`config.mk`:
```
export PLATFORM = sky130hd
export DESIGN_NAME = alarm_interrupt_and_clock_monitor
export DESIGN_NICKNAME = d
export VERILOG_FILES = /design/src/hdl/alarm_irq_pkg.sv /design/src/hdl/alarm_interrupt_and_clock_monitor.sv
export SDC_FILE = /design/constraint.sdc
export NUM_CORES = 1
export LEC_CHECK = 0
export ABC_AREA = 1
export BUFFER_PORTS_ARGS = -buffer_cell sky130_fd_sc_hd__buf_4
export CAP_MARGIN = 20
export CORE_MARGIN = 2
export CORE_UTILIZATION = 35
export DETAILED_ROUTE_END_ITERATION = 10
export GPL_TIMING_DRIVEN = 0
export PLACE_DENSITY_LB_ADDON = 0.1
export RECOVER_POWER = 100
export SLEW_MARGIN = 15
export SYNTH_ARGS = -nofsm -noshare
export SYNTH_HDL_FRONTEND = slang
export SYNTH_SLANG_ARGS = --single-unit
```
`constraint.sdc`:
```
create_clock -name aclk -period 4.6 [get_ports aclk]
set_input_delay 0.92 -clock aclk [delete_from_list [all_inputs] [get_ports aclk]]
set_output_delay 0.92 -clock aclk [all_outputs]
set_load 0.02 [all_outputs]
```
`src/hdl/alarm_irq_pkg.sv`:
```
// Purpose: Shared constants for the alarm, interrupt and clock monitor block
// Assumes: 32-bit AXI4-Lite bus, 16-bit registers in the low half of each word
// Notes:   Byte address is four times the register index
`default_nettype none

package alarm_irq_pkg;

  // ==========================================================================
  // Register indices
  localparam int unsigned REG_W          = 16;
  localparam logic [5:0]  IDX_STATUS1    = 6'h02;
  localparam logic [5:0]  IDX_STATUS2    = 6'h03;
  localparam logic [5:0]  IDX_ENABLE1    = 6'h04;
  localparam logic [5:0]  IDX_ENABLE2    = 6'h05;
  localparam logic [5:0]  IDX_CLKMON     = 6'h06;
  localparam logic [5:0]  IDX_ALARMQ     = 6'h07;
  localparam logic [5:0]  IDX_INCFG      = 6'h08;
  localparam logic [5:0]  IDX_MASTERCFG  = 6'h0c;

  // ==========================================================================
  // Field positions
  localparam int unsigned S1_VALID_BIT   = 10;
  localparam int unsigned S1_SUMMARY_BIT = 15;
  localparam int unsigned S1_ALARM_LSB   = 3;
  localparam int unsigned S2_SOC_BIT     = 1;
  localparam int unsigned S2_IPAR_LSB    = 2;
  localparam int unsigned S2_SPAR_LSB    = 4;
  localparam int unsigned S2_SRCH_BIT    = 9;
  localparam int unsigned INCFG_BYTE_BIT = 5;
  localparam int unsigned INCFG_SENSE_BIT = 4;
  localparam int unsigned MC_QEN_LSB     = 0;
  localparam int unsigned MC_LIMIT_BIT   = 5;
  localparam int unsigned MC_TOHOST_BIT  = 6;
  localparam int unsigned MC_SSENSE_BIT  = 7;

  // ==========================================================================
  // Masks and reset values
  localparam logic [15:0] STAT1_EVT_MASK = 16'h7bff;
  localparam logic [15:0] STAT2_EVT_MASK = 16'h03fe;
  localparam logic [15:0] EN1_WR_MASK    = 16'h7bff;
  localparam logic [15:0] EN2_WR_MASK    = 16'h03fe;
  localparam logic [15:0] MC_WR_MASK     = 16'h00ff;
  localparam logic [15:0] EN_RESET       = 16'h0000;
  localparam logic [15:0] INCFG_RESET    = 16'h8002;
  localparam logic [15:0] MC_RESET       = 16'h0000;

  // ==========================================================================
  // Limits and bus answers
  localparam int unsigned Q_DEPTH        = 7;
  localparam logic [5:0]  SEARCH_MAX_BR  = 6'd40;
  localparam logic [6:0]  MCAST_MAX      = 7'd63;
  localparam logic [1:0]  RESP_OKAY      = 2'b00;
  localparam logic [1:0]  RESP_SLVERR    = 2'b10;

endpackage

`default_nettype wire

```
`src/hdl/alarm_interrupt_and_clock_monitor.sv`:
```
// Purpose: Alarm status flags, interrupt gating, clock monitor, alarmed VC queue
// Assumes: All inputs synchronous to aclk; event inputs are one-cycle pulses
// Notes:   Read side effects act at AR handshake
//
// Notes on behaviour
// - Upper input parity: word mode 15:0, byte mode 15:8.
// - Lower input parity: byte mode only, bits 7:0.
// - Input parity flags clear on read; sense from config.
// - Five SRAM lane parity flags, flag 4 is 39:32, flag 0 is 7:0.
// - SRAM parity flags clear on read.
// - Search error above 40 branches.
// - Search error above 63 copies when limit enabled.
// - Failed lookups to host when enabled; search error clears on read.
// - First enables gate first status onto interrupt; reset 0.
// - Second enables 9..1 gate second status onto interrupt.
// - First enable bit 10 shows valid flag; read clears nothing.
// - Valid flag high until queue drained.
// - Clock activity bits set on rises, clear on read.
// - Bit 2 input clock, bit 1 output clock, bit 0 system clock.
// - Enabled alarms push their 16-bit VC index.
// - Queue holds seven; each read returns the next.
// - Overflow replaces the oldest entry.
// - Index equals the external RAM low address of the record.
// - First status read clears all but summary and valid bits.
// - Queue entry written with the alarm flag.
//
// Decided for this implementation: the AXI4-Lite interface to the registers.
`default_nettype none

module alarm_interrupt_and_clock_monitor #(
  parameter int unsigned ADDR_W = 8,
  parameter int unsigned IDX_W  = 16
) (
  input  wire logic               aclk,
  input  wire logic               aresetn,
  input  wire logic [ADDR_W-1:0]  s_axi_awaddr,
  input  wire logic [2:0]         s_axi_awprot,
  input  wire logic               s_axi_awvalid,
  output logic                    s_axi_awready,
  input  wire logic [31:0]        s_axi_wdata,
  input  wire logic [3:0]         s_axi_wstrb,
  input  wire logic               s_axi_wvalid,
  output logic                    s_axi_wready,
  output logic [1:0]              s_axi_bresp,
  output logic                    s_axi_bvalid,
  input  wire logic               s_axi_bready,
  input  wire logic [ADDR_W-1:0]  s_axi_araddr,
  input  wire logic [2:0]         s_axi_arprot,
  input  wire logic               s_axi_arvalid,
  output logic                    s_axi_arready,
  output logic [31:0]             s_axi_rdata,
  output logic [1:0]              s_axi_rresp,
  output logic                    s_axi_rvalid,
  input  wire logic               s_axi_rready,
  input  wire logic [15:0]        input_cell_data_bus,
  input  wire logic [1:0]         input_parity_bits,
  input  wire logic               input_word_valid,
  input  wire logic [39:0]        sram_data_bus,
  input  wire logic [4:0]         sram_parity_bits,
  input  wire logic               sram_data_valid,
  input  wire logic               search_done,
  input  wire logic [5:0]         search_branch_count,
  input  wire logic               search_failed,
  input  wire logic               multicast_done,
  input  wire logic [6:0]         multicast_copy_count,
  input  wire logic               start_of_cell_error,
  input  wire logic [14:0]        first_status_events,
  input  wire logic [4:0]         alarm_events,
  input  wire logic [IDX_W-1:0]   alarm_vc_index,
  input  wire logic               input_interface_clock,
  input  wire logic               output_interface_clock,
  input  wire logic               system_clock,
  output logic                    interrupt_request_n,
  output logic                    route_failed_to_host
);

  // ==========================================================================
  // Functions
  function automatic logic parity_bad(input logic x, input logic p, input logic even);
    parity_bad = x ^ p ^ ~even;
  endfunction

  function automatic logic [2:0] q_inc(input logic [2:0] ptr);
    q_inc = (ptr == 3'(alarm_irq_pkg::Q_DEPTH - 1)) ? 3'd0 : ptr + 3'd1;
  endfunction

  function automatic logic [15:0] strb_merge(input logic [15:0] old, input logic [31:0] d,
                                             input logic [3:0] s, input logic [15:0] m);
    strb_merge = ({s[1] ? d[15:8] : old[15:8], s[0] ? d[7:0] : old[7:0]} & m) | (old & ~m);
  endfunction

  // ==========================================================================
  // State
  logic [15:0]      stat1_reg, stat1_next;
  logic [15:0]      stat2_reg, stat2_next;
  logic [15:0]      en1_reg, en1_next;
  logic [15:0]      en2_reg, en2_next;
  logic [15:0]      incfg_reg, incfg_next;
  logic [15:0]      mcfg_reg, mcfg_next;
  logic [2:0]       clkact_reg, clkact_next;
  logic [2:0]       clkprev_reg, clkprev_next;
  logic [IDX_W-1:0] q_mem_reg [alarm_irq_pkg::Q_DEPTH];
  logic [IDX_W-1:0] q_mem_next [alarm_irq_pkg::Q_DEPTH];
  logic [2:0]       q_wr_reg, q_wr_next;
  logic [2:0]       q_rd_reg, q_rd_next;
  logic [2:0]       q_cnt_reg, q_cnt_next;
  logic             irq_n_reg, irq_n_next;
  logic             tohost_reg, tohost_next;

  logic             awready_reg, awready_next;
  logic             wready_reg, wready_next;
  logic             bvalid_reg, bvalid_next;
  logic [1:0]       bresp_reg, bresp_next;
  logic [ADDR_W-1:0] waddr_reg, waddr_next;
  logic [31:0]      wdata_reg, wdata_next;
  logic [3:0]       wstrb_reg, wstrb_next;
  logic             arready_reg, arready_next;
  logic             rvalid_reg, rvalid_next;
  logic [1:0]       rresp_reg, rresp_next;
  logic [31:0]      rdata_reg, rdata_next;

  // ==========================================================================
  // Combinational next state
  logic [5:0]  widx;
  logic [5:0]  ridx;
  logic        do_write;
  logic        do_read;
  logic [15:0] s1_set;
  logic [15:0] s2_set;
  logic [2:0]  clk_now;
  logic        push;
  logic        pop;
  logic        srch_err;
  logic        even_in;
  logic        even_sram;
  logic [15:0] rval;
  logic        rhit;

  always_comb begin
    widx       = waddr_reg[7:2];
    ridx       = s_axi_araddr[7:2];
    do_write   = !awready_reg && !wready_reg && !bvalid_reg;
    do_read    = s_axi_arvalid && arready_reg;
    even_in    = incfg_reg[alarm_irq_pkg::INCFG_SENSE_BIT];
    even_sram  = mcfg_reg[alarm_irq_pkg::MC_SSENSE_BIT];

    // Second status event sources
    s2_set = 16'h0000;
    s2_set[alarm_irq_pkg::S2_SOC_BIT] = start_of_cell_error;
    if (input_word_valid) begin
      if (incfg_reg[alarm_irq_pkg::INCFG_BYTE_BIT]) begin
        s2_set[alarm_irq_pkg::S2_IPAR_LSB+1] =
          parity_bad(^input_cell_data_bus[15:8], input_parity_bits[1], even_in);
        s2_set[alarm_irq_pkg::S2_IPAR_LSB] =
          parity_bad(^input_cell_data_bus[7:0], input_parity_bits[0], even_in);
      end else begin
        s2_set[alarm_irq_pkg::S2_IPAR_LSB+1] =
          parity_bad(^input_cell_data_bus, input_parity_bits[1], even_in);
      end
    end
    if (sram_data_valid) begin
      for (int i = 0; i < 5; i++) begin
        s2_set[alarm_irq_pkg::S2_SPAR_LSB+i] =
          parity_bad(^sram_data_bus[8*i +: 8], sram_parity_bits[i], even_sram);
      end
    end
    srch_err = (search_done && (search_branch_count > alarm_irq_pkg::SEARCH_MAX_BR))
             || (multicast_done && mcfg_reg[alarm_irq_pkg::MC_LIMIT_BIT]
                 && (multicast_copy_count > alarm_irq_pkg::MCAST_MAX));
    s2_set[alarm_irq_pkg::S2_SRCH_BIT] = srch_err;

    // First status event sources
    s1_set = {1'b0, first_status_events} & alarm_irq_pkg::STAT1_EVT_MASK;
    s1_set[alarm_irq_pkg::S1_ALARM_LSB +: 5] =
      s1_set[alarm_irq_pkg::S1_ALARM_LSB +: 5] | alarm_events;

    // Status registers: set wins over read clear
    stat2_next = stat2_reg;
    if (do_read && ridx == alarm_irq_pkg::IDX_STATUS2) begin
      stat2_next = 16'h0000;
    end
    stat2_next = stat2_next | s2_set;

    stat1_next = stat1_reg;
    if (do_read && ridx == alarm_irq_pkg::IDX_STATUS1) begin
      stat1_next = 16'h0000;
    end
    stat1_next = stat1_next | s1_set;

    tohost_next = search_done && search_failed && mcfg_reg[alarm_irq_pkg::MC_TOHOST_BIT];

    // Clock activity monitor
    clk_now      = {input_interface_clock, output_interface_clock, system_clock};
    clkprev_next = clk_now;
    clkact_next  = clkact_reg;
    if (do_read && ridx == alarm_irq_pkg::IDX_CLKMON) begin
      clkact_next = 3'b000;
    end
    clkact_next = clkact_next | (clk_now & ~clkprev_reg);

    // Alarmed connection queue
    push = |(alarm_events & mcfg_reg[alarm_irq_pkg::MC_QEN_LSB +: 5]);
    pop  = do_read && ridx == alarm_irq_pkg::IDX_ALARMQ && q_cnt_reg != 3'd0;
    q_mem_next = q_mem_reg;
    q_wr_next  = q_wr_reg;
    q_rd_next  = q_rd_reg;
    q_cnt_next = q_cnt_reg;
    if (pop) begin
      q_rd_next  = q_inc(q_rd_reg);
      q_cnt_next = q_cnt_reg - 3'd1;
    end
    if (push) begin
      q_mem_next[q_wr_reg] = alarm_vc_index;
      q_wr_next = q_inc(q_wr_reg);
      if (q_cnt_reg == 3'(alarm_irq_pkg::Q_DEPTH) && !pop) begin
        q_rd_next = q_inc(q_rd_reg);
      end else begin
        q_cnt_next = q_cnt_next + 3'd1;
      end
    end

    // Live bits read through
    rhit = 1'b1;
    case (ridx)
      alarm_irq_pkg::IDX_STATUS1: begin
        rval = stat1_reg;
        rval[alarm_irq_pkg::S1_VALID_BIT]   = (q_cnt_reg != 3'd0);
        rval[alarm_irq_pkg::S1_SUMMARY_BIT] = |stat2_reg;
      end
      alarm_irq_pkg::IDX_STATUS2:   rval = stat2_reg;
      alarm_irq_pkg::IDX_ENABLE1: begin
        rval = en1_reg;
        rval[alarm_irq_pkg::S1_VALID_BIT] = (q_cnt_reg != 3'd0);
      end
      alarm_irq_pkg::IDX_ENABLE2:   rval = en2_reg;
      alarm_irq_pkg::IDX_CLKMON:    rval = {13'h0000, clkact_reg};
      alarm_irq_pkg::IDX_ALARMQ:
        rval = (q_cnt_reg != 3'd0) ? q_mem_reg[q_rd_reg] : 16'h0000;
      alarm_irq_pkg::IDX_INCFG:     rval = incfg_reg;
      alarm_irq_pkg::IDX_MASTERCFG: rval = mcfg_reg;
      default: begin
        rval = 16'h0000;
        rhit = 1'b0;
      end
    endcase

    // Read channel
    arready_next = arready_reg;
    rvalid_next  = rvalid_reg;
    rdata_next   = rdata_reg;
    rresp_next   = rresp_reg;
    if (do_read) begin
      arready_next = 1'b0;
      rvalid_next  = 1'b1;
      rdata_next   = {16'h0000, rval};
      rresp_next   = rhit ? alarm_irq_pkg::RESP_OKAY : alarm_irq_pkg::RESP_SLVERR;
    end else if (rvalid_reg && s_axi_rready) begin
      rvalid_next  = 1'b0;
      arready_next = 1'b1;
    end

    // Write channel
    awready_next = awready_reg;
    wready_next  = wready_reg;
    bvalid_next  = bvalid_reg;
    bresp_next   = bresp_reg;
    waddr_next   = waddr_reg;
    wdata_next   = wdata_reg;
    wstrb_next   = wstrb_reg;
    if (s_axi_awvalid && awready_reg) begin
      awready_next = 1'b0;
      waddr_next   = s_axi_awaddr;
    end
    if (s_axi_wvalid && wready_reg) begin
      wready_next = 1'b0;
      wdata_next  = s_axi_wdata;
      wstrb_next  = s_axi_wstrb;
    end
    en1_next   = en1_reg;
    en2_next   = en2_reg;
    incfg_next = incfg_reg;
    mcfg_next  = mcfg_reg;
    if (do_write) begin
      bvalid_next = 1'b1;
      bresp_next  = alarm_irq_pkg::RESP_OKAY;
      case (widx)
        alarm_irq_pkg::IDX_ENABLE1:
          en1_next = strb_merge(en1_reg, wdata_reg, wstrb_reg, alarm_irq_pkg::EN1_WR_MASK);
        alarm_irq_pkg::IDX_ENABLE2:
          en2_next = strb_merge(en2_reg, wdata_reg, wstrb_reg, alarm_irq_pkg::EN2_WR_MASK);
        alarm_irq_pkg::IDX_INCFG:
          incfg_next = strb_merge(incfg_reg, wdata_reg, wstrb_reg, 16'hffff);
        alarm_irq_pkg::IDX_MASTERCFG:
          mcfg_next = strb_merge(mcfg_reg, wdata_reg, wstrb_reg, alarm_irq_pkg::MC_WR_MASK);
        alarm_irq_pkg::IDX_STATUS1, alarm_irq_pkg::IDX_STATUS2,
        alarm_irq_pkg::IDX_CLKMON, alarm_irq_pkg::IDX_ALARMQ: begin
        end
        default: bresp_next = alarm_irq_pkg::RESP_SLVERR;
      endcase
    end else if (bvalid_reg && s_axi_bready) begin
      bvalid_next  = 1'b0;
      awready_next = 1'b1;
      wready_next  = 1'b1;
    end

    // Interrupt request
    irq_n_next = !((|(stat1_reg & en1_reg))
                 || (|(stat2_reg & en2_reg)));
  end

  // ==========================================================================
  // Registers
  always_ff @(posedge aclk) begin
    if (!aresetn) begin
      stat1_reg   <= 16'h0000;
      stat2_reg   <= 16'h0000;
      en1_reg     <= alarm_irq_pkg::EN_RESET;
      en2_reg     <= alarm_irq_pkg::EN_RESET;
      incfg_reg   <= alarm_irq_pkg::INCFG_RESET;
      mcfg_reg    <= alarm_irq_pkg::MC_RESET;
      clkact_reg  <= 3'b000;
      clkprev_reg <= 3'b000;
      q_mem_reg   <= '{default: '0};
      q_wr_reg    <= 3'd0;
      q_rd_reg    <= 3'd0;
      q_cnt_reg   <= 3'd0;
      irq_n_reg   <= 1'b1;
      tohost_reg  <= 1'b0;
      awready_reg <= 1'b1;
      wready_reg  <= 1'b1;
      bvalid_reg  <= 1'b0;
      bresp_reg   <= alarm_irq_pkg::RESP_OKAY;
      waddr_reg   <= '0;
      wdata_reg   <= 32'h00000000;
      wstrb_reg   <= 4'h0;
      arready_reg <= 1'b1;
      rvalid_reg  <= 1'b0;
      rresp_reg   <= alarm_irq_pkg::RESP_OKAY;
      rdata_reg   <= 32'h00000000;
    end else begin
      stat1_reg   <= stat1_next;
      stat2_reg   <= stat2_next;
      en1_reg     <= en1_next;
      en2_reg     <= en2_next;
      incfg_reg   <= incfg_next;
      mcfg_reg    <= mcfg_next;
      clkact_reg  <= clkact_next;
      clkprev_reg <= clkprev_next;
      q_mem_reg   <= q_mem_next;
      q_wr_reg    <= q_wr_next;
      q_rd_reg    <= q_rd_next;
      q_cnt_reg   <= q_cnt_next;
      irq_n_reg   <= irq_n_next;
      tohost_reg  <= tohost_next;
      awready_reg <= awready_next;
      wready_reg  <= wready_next;
      bvalid_reg  <= bvalid_next;
      bresp_reg   <= bresp_next;
      waddr_reg   <= waddr_next;
      wdata_reg   <= wdata_next;
      wstrb_reg   <= wstrb_next;
      arready_reg <= arready_next;
      rvalid_reg  <= rvalid_next;
      rresp_reg   <= rresp_next;
      rdata_reg   <= rdata_next;
    end
  end

  assign s_axi_awready        = awready_reg;
  assign s_axi_wready         = wready_reg;
  assign s_axi_bvalid         = bvalid_reg;
  assign s_axi_bresp          = bresp_reg;
  assign s_axi_arready        = arready_reg;
  assign s_axi_rvalid         = rvalid_reg;
  assign s_axi_rresp          = rresp_reg;
  assign s_axi_rdata          = rdata_reg;
  assign interrupt_request_n  = irq_n_reg;
  assign route_failed_to_host = tohost_reg;

endmodule

`default_nettype wire

```
Yosys cells after proc, flatten, opt, wreduce, memory -nomap -nowiden

Index checks and enable logic that the tools add are counted.

Bits in registers: 276
Logic and storage cells: 183

Add/subtract/negate cells: 4
Bitwise operators: 32
Mux-type cells: 43
Equality and inequality tests: 19
Reduce and logical (&&, ||, !) cells: 48
Magnitude comparators: 5

Operator list:

| cell                                                                   | number |
|---|---|
| 16-bit case mux with 8 select lines                                    | 1 |
| 112-bit bitwise mux                                                    | 1 |
| 16-bit 2-to-1 mux                                                      | 6 |
| 8-bit XOR reduction                                                    | 7 |
| 16-bit binary-select mux with 3-bit select                             | 1 |
| 16-bit demux with 3-bit select                                         | 1 |
| 6-bit by 3-bit equality test with 1-bit output (second input constant) | 8 |
| 16-bit OR reduction                                                    | 3 |
| 16-bit bitwise AND                                                     | 2 |
| 3-bit 2-to-1 mux                                                       | 9 |
| 6-bit by 2-bit equality test with 1-bit output (second input constant) | 4 |
| 6-bit by 4-bit equality test with 1-bit output (second input constant) | 4 |
| 8-bit 2-to-1 mux                                                       | 3 |
| 1-bit logical AND                                                      | 19 |
| 10-bit by 16-bit OR with 16-bit output                                 | 1 |
| 15-bit by 16-bit OR with 16-bit output                                 | 1 |
| 16-bit by 10-bit OR with 16-bit output                                 | 1 |
| 16-bit by 15-bit OR with 16-bit output                                 | 1 |
| 8-bit by 16-bit OR with 16-bit output                                  | 1 |
| 8-bit OR reduction                                                     | 2 |
| 16-bit XOR reduction                                                   | 1 |
| 1-bit bitwise XOR                                                      | 16 |
| 1-bit 2-to-1 mux                                                       | 15 |
| 3-bit by 1-bit adder with 3-bit output (second input constant)         | 3 |
| 23 further kinds                                                       | 40 |

Depth between registers and ports, before layout

Depth in word-level cells: 7
Mapped depth: 12
Mapped depth without buffers: 12

Worst setup path before layout

No wires, ideal clock.

Path type: input -> register
Start point: input alarm_events[0]
End point: register q_mem_reg[0] in the netlist's numbering
Path slack: 2417 ps
Setup time: 116 ps
Path buffers: 1
Stages on the path: 8
Arrival: 2067 ps
Cells stage by stage: a22o_1 -> nor3_4 -> inv_2 -> nand2_1 -> inv_1 -> clkbuf_1 -> nor2_1 -> nor2_1

Longest elaborated chain between the ends: 2

Ends and longest elaborated chain:

| element              | line                                     | source |
|---|---|---|
| start, declared      | alarm_interrupt_and_clock_monitor.sv:68  | `input wire logic [4:0] alarm_events,` |
| 5-bit bitwise AND    | alarm_interrupt_and_clock_monitor.sv:202 | `push = \|(alarm_events & mcfg_reg[alarm_irq_pkg::MC_QEN_LSB +: 5]);` |
| 5-bit OR reduction   | alarm_interrupt_and_clock_monitor.sv:202 |  |
| end signal, assigned | alarm_interrupt_and_clock_monitor.sv:349 | `q_mem_reg <= q_mem_next;` |
| end, declared        | alarm_interrupt_and_clock_monitor.sv:102 | `logic [IDX_W-1:0] q_mem_reg [alarm_irq_pkg::Q_DEPTH];` |

Every way passes these cells.
A chain may end at the register's enable or synchronous reset.

Worst setup path in the final report

Start point: input alarm_events[0]
End point: register q_mem_reg[108] in the netlist's numbering

Same word-level chain as after synthesis.

==> impl_results.md <==
* Fmax achieved at between 300 and 400 MHz
* EDFF count, synth at 0
* Clk pwr share at 0.439
* Clock Pin Slew Worst Setup and Hold Paths at 0.06 ns
* Crit-path max cell delay at 0.91 ns
* Residual DRC at 0
* Run status: complete, no violations
* Seq/Total Area, Yosys at 0.430
* Global-route wire length before repair at 60.4 mm
* Max-slew violations at 0
* Synth Cell Area at between 10,000 and 15,000 sq um
* Antenna-violating nets left at 0
* Global placement routability congestion at a little over 0.9
* Initial antenna violation count at 0
* Crit path time final at 3.23 ns
* Final worst setup slack at 1.37 ns
* Share of cells above drive strength 1 at 0.113
* Nets at 2,046
* Initial Util at 0.354
* Fin util at 0.433
* Unrepaired setup endpoints after global routing: false
* CP required at ~5.1 ns
* Worst hold slack at 0.416 ns
* Yosys warns at 0
* PortBufs at 174
* Global Route Usage Sum at 0.234
* CTS sink cnt at between 200 and 250
* Largest register FFs at 112
* Int Power at between 3 and 4 mW
* Reg power frac at 0.463
* Post-synthesis cell count at 1,637
* Most frequent cell after synthesis: nand2_1
* Clock latency on the worst-skew pair at around 0.54 ns
* Multi-input gate area at 5360 sq um
* Die H at 185 microns
* CTS Buffer Depth at 3
* Critical path launch point: alarm_events[0]
* Area Growth Syn to Fin at 22.6%
* Most common cell on crit path: clkbuf_1
* Die W at 185 microns
* FF-to-FF path depth at 7
* Critical Path Sink Type: flop
* LEAKAGE at 5.93 nW
* IO Pins at 229
* Max IR drop VDD at 240 uV
* PwrDens at 342 nW/um^2
* Number of detailed-routing iterations run before antenna repair at 7
* Post-Route Skew at approximately 0.021 ns
* CORE AREA at 32,400 sq um
* Post-DR vias/cell at 4.94
* Total of max-cap violations at 0
* Post-synth ARST share at 0
* Synth top area cells: dfxtp_1 (43%), o21ai_0 (10%), nand2_1 (9.2%)
* Hpwl dp at a little over 30 mm
* Total gr overflow at 0
* Final setup viols at 0
* Main flop type after synthesis: dfxtp_1
* Critical path startpoint category: input pin
* First DRT Iteration DRCs at a little over 900
* DIE AREA at around 34,000 sq um
* Final WL at 40.7 mm
* H-tree levels at 1
* # Post-CTS Setup Buffers at 0
* CTS resizes at 0
* ANT cells at 0
* Vias after detailed routing at 11,400
* Combinational share of power at 0.098
* Crit path max-delay cell type: nor3_1
* Distinct cells, synth at 43
* Avg Inst Size Synth at about 7.0 sq um
* Hold violation count in the final report at 0
* Capture point of the worst reg-to-reg path: q_mem_reg[108]$_SDFFE_PN0P_
* Clk root buf: clkbuf_16
* Worst Path Max Fanout at 10
* Final Total Pwr at 4.80 mW
* Slew at the pin closest to its max-slew limit at around 1.3 ns
* Post-synth top area cell: dfxtp_1
* Family with the most delay on the worst path: simple AND/OR/NAND/NOR gates
* CTS buffer count at 27
* CTS Hold Bufs at 0
* Bufs and invs on worst path at 3
* FP Rows at 66
* WP data arrival at 3.68 ns
* Min-delay src: clkprev_reg[0]$_SDFF_PN0_
* Setup Crit Path Kind: input pin to flop
* Filler cell count at 3,499
* Hold Crit Depth at 1
* Rel. slew slack at 0.160
* Fin Setup TNS at 0 ns
* Largest net degree at the start of global routing at 14
* Top cell type's share of synthesized area at 0.430
* TritonCTS clock tree: built
* Wire per inst at 17.6 microns
* Switching power at 1.19 mW
* Pre-CTS setup slack at between 1 and 1.5 ns
* Register area at around 4900 sq um
* Seq cells post-synth at around 250
* Final worst path period share at 0.701
* Crit Reg-Reg Startpoint: mcfg_reg[0]$_SDFFE_PN0P_
* Vias in the first global route at 10,200
* CP Cell Sequence: clkbuf_1 > a22o_1 > nor3_1 > inv_1 > nand4_1 > clkbuf_1 > o21ai_0 > a21oi_1
* Worst hold path class: flop to flop
* Net Sw Frac at 0.248
* Hold Path End: clkact_reg[0]$_SDFF_PN0_
* Synth cell count leaders: nand2_1 (279), dfxtp_1 (246), o21ai_0 (236), nor2_1 (213), inv_1 (179)
* Flop-to-flop setup slack at about 1.5 ns
area by class of cell:
| cell class | instances | share of cell area |
|---|---|---|
| well taps | 442 | 0.0394 |
| plain buffers | 92 | 0.0301 |
| inverters | 191 | 0.0511 |
| clock buffers | 40 | 0.0538 |
| repair buffers | 174 | 0.0862 |
| multi-input cells | 1125 | 0.382 |
| flip-flops and latches | 246 | 0.351 |
| clock inverters | 7 | 0.00633 |
power groups by stage:
stage / Clock (mW) / Combinational [mW] / Sequential, mW
3_3_place_gp: 0 / 0.473 / 2.27
2_1_floorplan: 0 / 0.254 / 2.26
4_1_cts: 2.14 / 0.481 / 2.22
5_1_grt: 2.22 / 0.528 / 2.23
6_report: 2.11 / 0.470 / 2.22
3_5_place_dp: 0 / 0.480 / 2.27
cell families (layout without fill, tap and decap cells):
family,count (synthesis),after routing,synth area share
flip-flops,246,246,0.430
buffers and inverters,283,504,0.102
AND/OR/NAND/NOR,597,597,0.216
adder cells (fa/ha/maj),3,3,0.00328
other,1,18,0.000328
AO/OA/AOI/OAI,463,463,0.215
XOR/XNOR,44,44,0.0337
metal layers:
layer | GRT usage | vias to the layer above | part of all wire | routed length (microns)
li1 | - | 5757 | - | -
met1 | 0.349 | 5255 | 0.49 | 19900
met2 | 0.353 | 370 | 0.42 | 17200
met3 | 0.0307 | 55 | 0.065 | 2660
met4 | 0.0603 | 0 | 0.023 | 953
met5 | 0 | - | 0 | 0
cells in the final DEF, fill, tap and decap left out, types with 3 or more instances in the layout:
cell type | Yosys | layout
nand2_1 | 279 | 280
dfxtp_1 | 246 | 246
o21ai_0 | 236 | 238
nor2_1 | 213 | 217
inv_1 | 179 | 182
a21oi_1 | 171 | 171
buf_4 | 19 | 164
clkbuf_1 | 47 | 100
nand3_1 | 60 | 61
xor2_1 | 27 | 27
clkbuf_16 | 0 | 27
o211ai_1 | 23 | 23
nand4_1 | 18 | 18
conb_1 | 1 | 18
xnor2_1 | 17 | 17
nor3_1 | 8 | 13
clkinv_1 | 7 | 9
buf_2 | 23 | 7
o2111ai_1 | 7 | 7
a22oi_1 | 7 | 7
o22ai_1 | 5 | 5
clkinv_2 | 0 | 4
buf_1 | 3 | 3
nor4_1 | 3 | 3
o221ai_1 | 3 | 3
ha_1 | 3 | 3
clkbuf_8 | 0 | 3
worst max-delay path by stage:
stage | to | slack [ns] | cells after the start
after floorplan | q_mem_reg[0]$_SDFFE_PN0P_ | 2.42 | 8
after global placement | q_mem_reg[76]$_SDFFE_PN0P_ | 1.49 | 5
after detailed placement | q_mem_reg[76]$_SDFFE_PN0P_ | 1.49 | 5
after CTS | q_mem_reg[76]$_SDFFE_PN0P_ | 2.02 | 5
after global routing | q_mem_reg[110]$_SDFFE_PN0P_ | 1.09 | 8
final | q_mem_reg[108]$_SDFFE_PN0P_ | 1.37 | 8
metrics by stage:
step                cells  area, sq um
floorplan            1654        11500
global route         2317        14000
global placement     2270        13400
CTS                  2317        14200
finish               2317        14000
detailed placement   2270        13400
Note: power is estimated with default switching activity, not from simulation.
